`src/common/mie_defs.svh`:
```
// How it works
// RL1: immediate and/or/xor into acc, zero flag only
// RL2: complement byte; acc variant spares memory; zero flag
// RL3: increment/decrement to memory or acc; zero flag
// RL4: plain rotates circulate eight bits, no flags
// RL5: carry rotates form nine-bit loop, carry only
// RL6: moves alter no flag
// RL7: clear or set one bit 0..7
// RL8: jump, call, returns take two cycles
// RL9: skip on zero byte or bit state
// RL10: test zero with move copies byte to acc
// RL11: inc/dec skip write memory, skip on zero
// RL12: acc inc/dec skip spare memory, skip on zero
// RL13: table read low to memory, high to latch, two cycles
// RL14: nibble swap to memory or acc, no flags
// RL15: program counter low write adds one cycle
// RL16: taken skip adds one cycle
// RL17: real watchdog clear clears timeout and powerdown
// RL18: lone preclear leaves timeout and powerdown unchanged
// RL19: power-down finishes in one cycle
// RL20: power-down halts, clears watchdog, sets powerdown flag
// RL21: paired clear clears watchdog only after both preclears
// RL22: everything else takes one cycle
`ifndef MIE_DEFS_SVH
`define MIE_DEFS_SVH
`define MIE_CLKS_PER_CYC 3'h4
`define MIE_PCL_ADDR 8'h02
`define MIE_ZERO_BYTE 8'h00
`endif

```
`src/common/mie_pkg.sv`:
```
package mie_pkg;
   typedef enum logic [5:0] {
      OP_NOP, OP_AND_X, OP_OR_X, OP_XOR_X, OP_CPL, OP_COMPLEMENT_TO_ACCUMULATOR,
      OP_INC, OP_INCREMENT_TO_ACCUMULATOR, OP_DEC, OP_DECREMENT_TO_ACCUMULATOR, OP_RR, OP_RRA, OP_RL, OP_RLA,
      OP_RRC, OP_RRCA, OP_RLC, OP_RLCA, OP_MOV_AM, OP_MOV_MA, OP_MOV_AX,
      OP_CLR_BIT, OP_SET_BIT, OP_JMP, OP_SZ, OP_SZA, OP_SZ_BIT, OP_SNZ_BIT,
      OP_SIZ, OP_SDZ, OP_INCREMENT_SKIP_ZERO_ACC, OP_DECREMENT_SKIP_ZERO_ACC, OP_CALL, OP_RET, OP_RET_X, OP_INTERRUPT_RETURN,
      OP_TRD_CUR, OP_TRD_LAST, OP_CLR, OP_SET, OP_CLRWDT, OP_WDT1, OP_WDT2,
      OP_SWAP, OP_NIBBLE_EXCHANGE_TO_ACCUMULATOR, OP_HALT
   } mie_op_e;
   typedef enum {ST_IDLE, ST_EXEC, ST_WAIT, ST_HALT} mie_st_e;
endpackage

```
`src/core/mie_core.sv`:
```
`timescale 1ns/1ps
`include "mie_defs.svh"
module mie_core #(
   parameter int ROM_W = 14
) (
   input wire logic i_mclk,
   input wire logic i_rst_b,
   input wire logic i_start,
   input wire mie_pkg::mie_op_e i_op,
   input wire logic [7:0] i_addr,
   input wire logic [7:0] i_mem,
   input wire logic [7:0] i_imm,
   input wire logic [2:0] i_bit,
   input wire logic [ROM_W-1:0] i_rom,
   input wire logic i_wake,
   output logic o_busy,
   output logic o_done,
   output logic o_skip,
   output logic o_mem_we,
   output logic [7:0] o_mem_wdata,
   output logic [7:0] o_acc,
   output logic o_zero,
   output logic o_carry,
   output logic [ROM_W-9:0] o_table_high_latch,
   output logic o_timeout_flag,
   output logic o_powerdown_flag,
   output logic o_wdt_clear,
   output logic o_halted,
   output logic o_rom_req,
   output logic o_rom_last_page,
   output logic o_pc_load
);

   // ----------------------------------------------------------------
   // state
   // ----------------------------------------------------------------
   // every register of the core lives in this one struct
   typedef struct packed {
      mie_pkg::mie_st_e st;
      logic [4:0] cnt;
      logic busy;
      logic done;
      logic skip;
      logic we;
      logic [7:0] wd;
      logic [7:0] acc;
      logic z;
      logic c;
      logic [ROM_W-9:0] tbh;
      logic to;
      logic powerdown_flag;
      logic wdt;
      logic pre1;
      logic pre2;
      logic rreq;
      logic rlast;
      logic program_counter_low;
      // halted copy kept as a flop so the pin has no decode behind it
      logic hlt;
      // wake pin synchroniser, oldest stage in the top bit
      logic [2:0] wk;
   } mie_state_s;

   mie_state_s s_q, s_d;

   // ----------------------------------------------------------------
   // helpers
   // ----------------------------------------------------------------
   function automatic logic is_zero(input logic [7:0] v);
      is_zero = (v == `MIE_ZERO_BYTE);
   endfunction

   // ----------------------------------------------------------------
   // execute
   // ----------------------------------------------------------------
   always_comb begin
      logic [7:0] r;
      logic cyc2;
      logic skp;
      logic wr;
      r = i_mem;
      cyc2 = 1'b0;
      skp = 1'b0;
      wr = 1'b0;
      s_d = s_q;
      s_d.done = 1'b0;
      s_d.we = 1'b0;
      s_d.wdt = 1'b0;
      s_d.program_counter_low = 1'b0;
      s_d.rreq = 1'b0;
      // wake comes from a pin: three stages, acted on once the two
      // oldest agree, so a glitch or a metastable sample cannot leave halt
      s_d.wk = {s_q.wk[1:0], i_wake};
      case (s_q.st)
         mie_pkg::ST_IDLE: begin
            if (i_start) begin
               s_d.busy = 1'b1;
               s_d.skip = 1'b0;
               case (i_op)
                  mie_pkg::OP_AND_X: begin
                     s_d.acc = s_q.acc & i_imm; // [RL1]
                     s_d.z = is_zero(s_q.acc & i_imm); // [RL1]
                  end
                  mie_pkg::OP_OR_X: begin
                     s_d.acc = s_q.acc | i_imm; // [RL1]
                     s_d.z = is_zero(s_q.acc | i_imm);
                  end
                  mie_pkg::OP_XOR_X: begin
                     s_d.acc = s_q.acc ^ i_imm; // [RL1]
                     s_d.z = is_zero(s_q.acc ^ i_imm);
                  end
                  mie_pkg::OP_CPL: begin
                     r = ~i_mem; // [RL2]
                     wr = 1'b1;
                     s_d.z = is_zero(r);
                  end
                  mie_pkg::OP_COMPLEMENT_TO_ACCUMULATOR: begin
                     s_d.acc = ~i_mem; // [RL2]
                     s_d.z = is_zero(~i_mem);
                  end
                  mie_pkg::OP_INC: begin
                     r = i_mem + 8'h01; // [RL3]
                     wr = 1'b1;
                     s_d.z = is_zero(r);
                  end
                  mie_pkg::OP_INCREMENT_TO_ACCUMULATOR: begin
                     r = i_mem + 8'h01; // [RL3]
                     s_d.acc = r;
                     s_d.z = is_zero(r);
                  end
                  mie_pkg::OP_DEC: begin
                     r = i_mem - 8'h01; // [RL3]
                     wr = 1'b1;
                     s_d.z = is_zero(r);
                  end
                  mie_pkg::OP_DECREMENT_TO_ACCUMULATOR: begin
                     r = i_mem - 8'h01; // [RL3]
                     s_d.acc = r;
                     s_d.z = is_zero(r);
                  end
                  mie_pkg::OP_RR: begin
                     r = {i_mem[0], i_mem[7:1]}; // [RL4]
                     wr = 1'b1;
                  end
                  mie_pkg::OP_RRA: begin
                     s_d.acc = {i_mem[0], i_mem[7:1]}; // [RL4]
                  end
                  mie_pkg::OP_RL: begin
                     r = {i_mem[6:0], i_mem[7]}; // [RL4]
                     wr = 1'b1;
                  end
                  mie_pkg::OP_RLA: begin
                     s_d.acc = {i_mem[6:0], i_mem[7]}; // [RL4]
                  end
                  mie_pkg::OP_RRC: begin
                     r = {s_q.c, i_mem[7:1]}; // [RL5]
                     s_d.c = i_mem[0];
                     wr = 1'b1;
                  end
                  mie_pkg::OP_RRCA: begin
                     s_d.acc = {s_q.c, i_mem[7:1]}; // [RL5]
                     s_d.c = i_mem[0];
                  end
                  mie_pkg::OP_RLC: begin
                     r = {i_mem[6:0], s_q.c}; // [RL5]
                     s_d.c = i_mem[7];
                     wr = 1'b1;
                  end
                  mie_pkg::OP_RLCA: begin
                     s_d.acc = {i_mem[6:0], s_q.c}; // [RL5]
                     s_d.c = i_mem[7];
                  end
                  mie_pkg::OP_MOV_AM: s_d.acc = i_mem; // [RL6]
                  mie_pkg::OP_MOV_AX: s_d.acc = i_imm; // [RL6]
                  mie_pkg::OP_MOV_MA: begin
                     r = s_q.acc; // [RL6]
                     wr = 1'b1;
                  end
                  mie_pkg::OP_CLR_BIT: begin
                     r = i_mem & ~(8'h01 << i_bit); // [RL7]
                     wr = 1'b1;
                  end
                  mie_pkg::OP_SET_BIT: begin
                     r = i_mem | (8'h01 << i_bit); // [RL7]
                     wr = 1'b1;
                  end
                  mie_pkg::OP_JMP, mie_pkg::OP_CALL, mie_pkg::OP_RET,
                  mie_pkg::OP_INTERRUPT_RETURN: begin
                     cyc2 = 1'b1; // [RL8]
                  end
                  mie_pkg::OP_RET_X: begin
                     s_d.acc = i_imm; // [RL8]
                     cyc2 = 1'b1;
                  end
                  mie_pkg::OP_SZ: skp = is_zero(i_mem); // [RL9]
                  mie_pkg::OP_SZ_BIT: skp = ~i_mem[i_bit]; // [RL9]
                  mie_pkg::OP_SNZ_BIT: skp = i_mem[i_bit]; // [RL9]
                  mie_pkg::OP_SZA: begin
                     s_d.acc = i_mem; // [RL10]
                     skp = is_zero(i_mem);
                  end
                  mie_pkg::OP_SIZ, mie_pkg::OP_SDZ: begin
                     r = (i_op == mie_pkg::OP_SIZ) ? i_mem + 8'h01
                                                   : i_mem - 8'h01;
                     wr = 1'b1; // [RL11]
                     skp = is_zero(r);
                  end
                  mie_pkg::OP_INCREMENT_SKIP_ZERO_ACC, mie_pkg::OP_DECREMENT_SKIP_ZERO_ACC: begin
                     r = (i_op == mie_pkg::OP_INCREMENT_SKIP_ZERO_ACC) ? i_mem + 8'h01
                                                    : i_mem - 8'h01;
                     s_d.acc = r; // [RL12]
                     skp = is_zero(r);
                  end
                  mie_pkg::OP_TRD_CUR, mie_pkg::OP_TRD_LAST: begin
                     r = i_rom[7:0]; // [RL13]
                     s_d.tbh = i_rom[ROM_W-1:8];
                     s_d.rreq = 1'b1;
                     s_d.rlast = (i_op == mie_pkg::OP_TRD_LAST);
                     wr = 1'b1;
                     cyc2 = 1'b1; // [RL13]
                  end
                  mie_pkg::OP_CLR: begin
                     r = `MIE_ZERO_BYTE;
                     wr = 1'b1;
                  end
                  mie_pkg::OP_SET: begin
                     r = ~`MIE_ZERO_BYTE;
                     wr = 1'b1;
                  end
                  mie_pkg::OP_CLRWDT: begin
                     s_d.wdt = 1'b1;
                     s_d.to = 1'b0;
                     s_d.powerdown_flag = 1'b0;
                     s_d.pre1 = 1'b0;
                     s_d.pre2 = 1'b0;
                  end
                  mie_pkg::OP_WDT1, mie_pkg::OP_WDT2: begin
                     // a lone preclear only records itself
                     if ((i_op == mie_pkg::OP_WDT1 && s_q.pre2) ||
                         (i_op == mie_pkg::OP_WDT2 && s_q.pre1)) begin
                        s_d.wdt = 1'b1; // [RL21]
                        s_d.to = 1'b0; // [RL17]
                        s_d.powerdown_flag = 1'b0; // [RL17]
                        s_d.pre1 = 1'b0;
                        s_d.pre2 = 1'b0;
                     end else if (i_op == mie_pkg::OP_WDT1) begin
                        s_d.pre1 = 1'b1; // [RL18]
                     end else begin
                        s_d.pre2 = 1'b1; // [RL18]
                     end
                  end
                  mie_pkg::OP_SWAP: begin
                     r = {i_mem[3:0], i_mem[7:4]}; // [RL14]
                     wr = 1'b1;
                  end
                  mie_pkg::OP_NIBBLE_EXCHANGE_TO_ACCUMULATOR: begin
                     s_d.acc = {i_mem[3:0], i_mem[7:4]}; // [RL14]
                  end
                  mie_pkg::OP_HALT: begin
                     s_d.wdt = 1'b1; // [RL20]
                     s_d.powerdown_flag = 1'b1; // [RL20]
                     s_d.to = 1'b0;
                     s_d.pre1 = 1'b0;
                     s_d.pre2 = 1'b0;
                  end
                  default: ;
               endcase
               s_d.we = wr;
               s_d.wd = r;
               s_d.skip = skp;
               s_d.program_counter_low = wr && (i_addr == `MIE_PCL_ADDR);
               // base length one cycle, each penalty one more
               // penalties stack: a pcl write that also skips costs three
               s_d.cnt = {2'b00, `MIE_CLKS_PER_CYC} - 5'h01; // [RL22]
               if (cyc2)
                  s_d.cnt = s_d.cnt + {2'b00, `MIE_CLKS_PER_CYC}; // [RL8]
               if (wr && (i_addr == `MIE_PCL_ADDR))
                  s_d.cnt = s_d.cnt + {2'b00, `MIE_CLKS_PER_CYC}; // [RL15]
               if (skp)
                  s_d.cnt = s_d.cnt + {2'b00, `MIE_CLKS_PER_CYC}; // [RL16]
               s_d.st = (i_op == mie_pkg::OP_HALT) ? mie_pkg::ST_HALT
                                                   : mie_pkg::ST_EXEC;
            end
         end
         mie_pkg::ST_EXEC: begin
            if (s_q.cnt == 5'h01) begin
               s_d.st = mie_pkg::ST_IDLE;
               s_d.busy = 1'b0;
               s_d.done = 1'b1;
               s_d.cnt = 5'h00;
            end else begin
               s_d.cnt = s_q.cnt - 5'h01;
            end
         end
         mie_pkg::ST_HALT: begin
            // one cycle to finish, then held in ST_HALT until wake
            if (s_q.cnt > 5'h01) begin
               s_d.cnt = s_q.cnt - 5'h01; // [RL19]
            end else if (s_q.cnt == 5'h01) begin
               s_d.cnt = 5'h00;
               s_d.done = 1'b1; // [RL19]
            end else if (s_q.wk[2] && s_q.wk[1]) begin
               s_d.st = mie_pkg::ST_IDLE;
               s_d.busy = 1'b0;
            end
         end
         default: s_d.st = mie_pkg::ST_IDLE;
      endcase
      s_d.hlt = (s_d.st == mie_pkg::ST_HALT);
   end

   // ----------------------------------------------------------------
   // state register
   // ----------------------------------------------------------------
   // reset is sampled like any input: hold it low for at least one edge
   always_ff @(posedge i_mclk) begin
      if (!i_rst_b) begin
         s_q <= '0;
         s_q.st <= mie_pkg::ST_IDLE;
      end else begin
         s_q <= s_d;
      end
   end

   // ----------------------------------------------------------------
   // outputs
   // ----------------------------------------------------------------
   // nothing in this core raises the timeout flag; only the clears live here
   assign o_busy = s_q.busy;
   assign o_done = s_q.done;
   assign o_skip = s_q.skip;
   assign o_mem_we = s_q.we;
   assign o_mem_wdata = s_q.wd;
   assign o_acc = s_q.acc;
   assign o_zero = s_q.z;
   assign o_carry = s_q.c;
   assign o_table_high_latch = s_q.tbh;
   assign o_timeout_flag = s_q.to;
   assign o_powerdown_flag = s_q.powerdown_flag;
   assign o_wdt_clear = s_q.wdt;
   assign o_halted = s_q.hlt;
   assign o_rom_req = s_q.rreq;
   assign o_rom_last_page = s_q.rlast;
   assign o_pc_load = s_q.program_counter_low;
endmodule

```
`config.mk`:
```
export PLATFORM = sky130hd
export DESIGN_NAME = mie_core
export DESIGN_NICKNAME = d
export VERILOG_FILES = /design/src/common/mie_pkg.sv /design/src/core/mie_core.sv
export VERILOG_INCLUDE_DIRS = /design/src /design/src/common
export SDC_FILE = /design/constraint.sdc
export NUM_CORES = 1
export LEC_CHECK = 0
export BUFFER_PORTS_ARGS = -buffer_cell sky130_fd_sc_hd__buf_2
export CAP_MARGIN = 15
export CORE_UTILIZATION = 30
export CTS_CLUSTER_DIAMETER = 60
export DETAILED_ROUTE_END_ITERATION = 6
export HOLD_SLACK_MARGIN = 0.02
export MAX_ROUTING_LAYER = met4
export PLACE_DENSITY = 0.54
export REMOVE_ABC_BUFFERS = 1
export SYNTH_ARGS = -nofsm -noshare
export SYNTH_HDL_FRONTEND = slang
export SYNTH_SLANG_ARGS = --single-unit
export TNS_END_PERCENT = 100
```
`constraint.sdc`:
```
create_clock -name i_mclk -period 2.3 [get_ports i_mclk]
set_input_delay 0 -clock i_mclk [delete_from_list [all_inputs] [get_ports i_mclk]]
set_output_delay 0 -clock i_mclk [all_outputs]
set_load 0.02 [all_outputs]
```
==> metrics.md <==
| Metric | Value |
|---|---|
| Final worst path period need | `2.14 ns` |
| Global-route wire length before repair | `35.7 mm` |
| Max VDD drop | `approximately 330 uV` |
| Worst slew margin relative to its limit | `17.7%` |
| Maximum fanout count along the critical path | `18` |
| Fmax | `467 MHz` |
| Commonest cells after routing, fill and taps aside | `sky130_fd_sc_hd__buf_4 (107), sky130_fd_sc_hd__buf_2 (84), sky130_fd_sc_hd__dfxtp_1 (76)` |
| Sequential cell fraction of total power | `36.7%` |
| Setup slack of the worst register-to-register path | `~0.16 ns` |
| Pins Over Slew Limit | `0` |
| Class of the worst hold path | `in -> reg` |
| Clock net sink count | `76` |
| Worst-case hold path end point | `o_acc[0]` |
| Number of failing setup endpoints in the final timing report | `0` |
| Number of cells produced by synthesis | `774` |
| DR iter-0 viols | `between 600 and 700` |
| Global placement routability congestion | `about 0.98` |
| Drt first pass iters | `5` |
| H-Tree Depth | `3` |
| Reg clk slew, reported paths | `approximately 0.070 ns` |
| Critical R2R Launch | `s_q[70]` |
| Remaining DRCs | `0` |
| Sequential cell area | `approximately 1500 um^2` |
| Post-synthesis cell type count | `83` |
| Startpoint type of the worst setup path | `flop` |
| DR WL/cell | `18.9 um` |
| Area delta synth->final | `30.1%` |
| Cell area after technology mapping | `just over 6000 um^2` |
| Master cell of the clock root buffer | `sky130_fd_sc_hd__clkbuf_16` |
| Total design power | `between 3 and 4 mW` |
| Status | `finished clean` |
| Cell Pwr Density | `469 nW/um^2` |
| Antenna violations before repair | `1` |
| Number of global-route vias before repair | `6374` |
| Sum of overflow across all layers after global routing | `0` |
| Total clock buffers created by CTS | `9` |
| Cell area after placement | `between 7000 and 8000 um^2` |
| Sequence of cells on the critical path | `nor4_1, nand4_1, buf_4, nor4b_2, buf_6, and2_1, a21boi_2, mux2i_1, nor2_1` |
| Clock insertion delay at the later pin of the skew report | `roughly 0.35 ns` |
| Footprint of the multi-input gates | `between 4000 and 5000 um^2` |
| Max Cap Viol | `0` |
| Standard-cell row count | `51` |
| Clock tree from TritonCTS | `done` |
| Sequential fraction of the synthesis area | `between 20% and 30%` |
| Share of the synthesized area in the top cell type | `25.2%` |
| Switching share of power | `29.2%` |
| Number of storage elements in the synthesis netlist | `76` |
| Share of final-layout standard cells stronger than drive strength 1 | `25.7%` |
| IO buf count | `84` |
| Top area cells in the synthesized netlist | `sky130_fd_sc_hd__dfxtp_1 (25%), sky130_fd_sc_hd__ha_1 (5.2%), sky130_fd_sc_hd__mux2i_1 (4.5%)` |
| NetSw | `1.08 mW` |
| Total GRT Usage | `23.3%` |
| Filler instances | `2082` |
| Maximum number of pins on one net before global-route repair | `28` |
| Async set or reset register ratio after synthesis | `0%` |
| Part of the total power dissipated in the clock network | `43.8%` |
| Number of enable-type register cells in the synthesized netlist | `0` |
| Part of the cycle the worst path needs | `a little over 90%` |
| Worst-path cell with the longest stage delay | `sky130_fd_sc_hd__dfxtp_1` |
| Gate power share | `19.5%` |
| Setup repair after global routing missed its margin | `no` |
| FF-to-FF path depth | `9` |
| Via count | `around 6700` |
| Number of top-level pins | `86` |
| Setup clock skew after layout | `0.0220 ns` |
| Most common cell after layout, fill and taps aside | `sky130_fd_sc_hd__buf_4` |
| Initial core utilization | `30.9%` |
| Total length of routed wires | `22.9 mm` |
| Core Box Area | `around 20000 um^2` |
| Internal power summed over all cells | `2.61 mW` |
| Critical Path End Type | `flop` |
| Library cell with the largest summed area after synthesis | `sky130_fd_sc_hd__dfxtp_1` |
| Worst hold margin | `roughly 0.031 ns` |
| Delay of the slowest cell on the worst path | `0.30 ns` |
| Static leakage | `3.24 nW` |
| Final hold violations | `0` |
| Post-Route Setup TNS | `0 ns` |
| Place WS | `-0.118 ns` |
| Die outline area | `20700 um^2` |
| Synth warn | `0` |
| Total Nets Final | `1020` |
| Startpoint of the lowest-slack hold path | `i_imm[0]` |
| Worst reg2reg endpoint | `o_powerdown_flag` |
| Detail Placement HPWL | `17.5 mm` |
| Die width | `144 um` |
| Clock tree buffer depth | `2` |
| Floorplan die height | `144 um` |
| Setup slack after layout | `0.158 ns` |
| Remaining antenna violation count | `0` |
| Required time at the endpoint of the critical path | `2.52 ns` |
| Kind of critical path | `reg -> reg` |
| Data arrival time at the worst-slack endpoint | `2.36 ns` |
| Transition at the pin with the smallest max-transition slack | `1.23 ns` |
| Most used flip-flop cell after synthesis | `sky130_fd_sc_hd__dfxtp_1` |
| Final design area excluding fillers | `7870 um^2` |
| Number of cells traversed by the worst hold path | `3` |
| Via-to-Cell Ratio | `~5.5` |
| Synthesized area divided by synthesized cell count | `7.81 um^2` |
==> sequential cells by signal, summed over array words and instances, names as in the netlist <==
name and cells:
o_acc 8, o_skip 1, o_zero 1, o_carry 1, o_table_high_latch 6, o_rom_last_page 1, s_q 40, o_busy 1
o_rom_req 1, o_halted 1, o_wdt_clear 1, o_mem_wdata 8, o_powerdown_flag 1, s_d 2, o_done 1, o_pc_load 1
o_mem_we 1
==> synthesized netlist by cell type, drive strengths merged, types with 5 or more instances <==
| master | instances |
|---|---|
| o2111ai | 5 |
| o221ai | 5 |
| o211ai | 10 |
| nor4 | 17 |
| nor2 | 70 |
| nand4 | 12 |
| o21a | 11 |
| a21oi | 31 |
| buf | 53 |
| or3 | 9 |
| o22ai | 12 |
| o21ai | 31 |
| a211oi | 14 |
| nor3b | 7 |
| a2111oi | 6 |
| clkbuf | 27 |
| o32ai | 9 |
| inv | 28 |
| xnor2 | 14 |
| o31ai | 5 |
| a31oi | 11 |
| mux2i | 27 |
| and2 | 11 |
| ha | 25 |
| nor4b | 6 |
| nor3 | 33 |
| and3 | 7 |
| a32oi | 6 |
| dfxtp | 76 |
| xor2 | 10 |
| a22oi | 12 |
| nand3 | 27 |
| nor2b | 11 |
| a221o | 6 |
| nand2b | 7 |
| nand2 | 68 |
==> repair_timing <==
action / in CTS / in global routing
hold endpoints to repair: 9 / 0
hold buffers: 10 / 0
setup buffers: 0 / 1
gates resized for setup: 0 / 3
endpoints found under the setup margin: 0 / 32
==> layout make-up <==
cell class                      count  area share (%)
Multi-Input combinational cell    619            52.1
Sequential cell                    76            19.3
Timing Repair Buffer              209            18.7
Tap cell                          265            4.21
Clock buffer                        9            2.86
Inverter                           29            1.38
Clock inverter                      7            1.34
Antenna cell                        1          0.0318
==> critical path: cells and delay by family (launching register included) <==
| family | cells | cell delay, ns |
|---|---|---|
| compound gates | 1 | 0.21 |
| mux | 1 | 0.20 |
| simple gates | 5 | 0.90 |
| buf+inv | 2 | 0.42 |
| flops | 1 | 0.30 |
==> per-layer routing <==
metal | global-route usage [%] | part of all wire, % | vias to the layer above
met4 | 9.18 | 2.9 | 0
met1 | 30.2 | 44 | 3175
li1 | - | - | 3172
met3 | 3.61 | 7.6 | 53
met2 | 36.3 | 45 | 305
met5 | - | 0 | -
==> kinds of logic after synthesis <==
kind of cell / share of synthesized area (%)
other: 0.0620
xor gates and xnor gates: 3.60
AOI/OAI and AO/OA: 24.3
DFF: 25.2
muxes: 5.77
adders and majority gates: 5.17
buffers and inverters: 9.21
and+or+nand+nor: 26.8
==> power groups by stage <==
stage,Combinational [mW],Sequential (mW),Clock (mW)
2_1_floorplan,0.289,1.38,0
3_3_place_gp,0.692,1.38,0
3_5_place_dp,0.686,1.38,0
4_1_cts,0.702,1.35,1.66
5_1_grt,0.771,1.36,1.72
6_report,0.718,1.35,1.62
==> through the flow <==
step           utilization, %  instances
2_1_floorplan               -        724
3_3_place_gp             37.8       1187
3_5_place_dp             37.8       1187
4_1_cts                  40.0       1213
5_1_grt                  40.2       1215
6_report                 40.2       1215
==> how the worst max path moves through the flow <==
stage	startpoint	to	slack, ns	cells after the start
6_report	s_q[70]	o_powerdown_flag	0.16	9
5_1_grt	s_q[70]	o_powerdown_flag	0.0003	9
4_1_cts	s_q[63]	o_powerdown_flag	0.002	8
3_5_place_dp	i_mem[0]	s_q[42]	-0.12	8
3_3_place_gp	i_mem[0]	s_q[42]	-0.06	8
2_1_floorplan	s_q[71]	o_mem_wdata[2]	-1.08	5
Power figures use the tool's default switching activity.
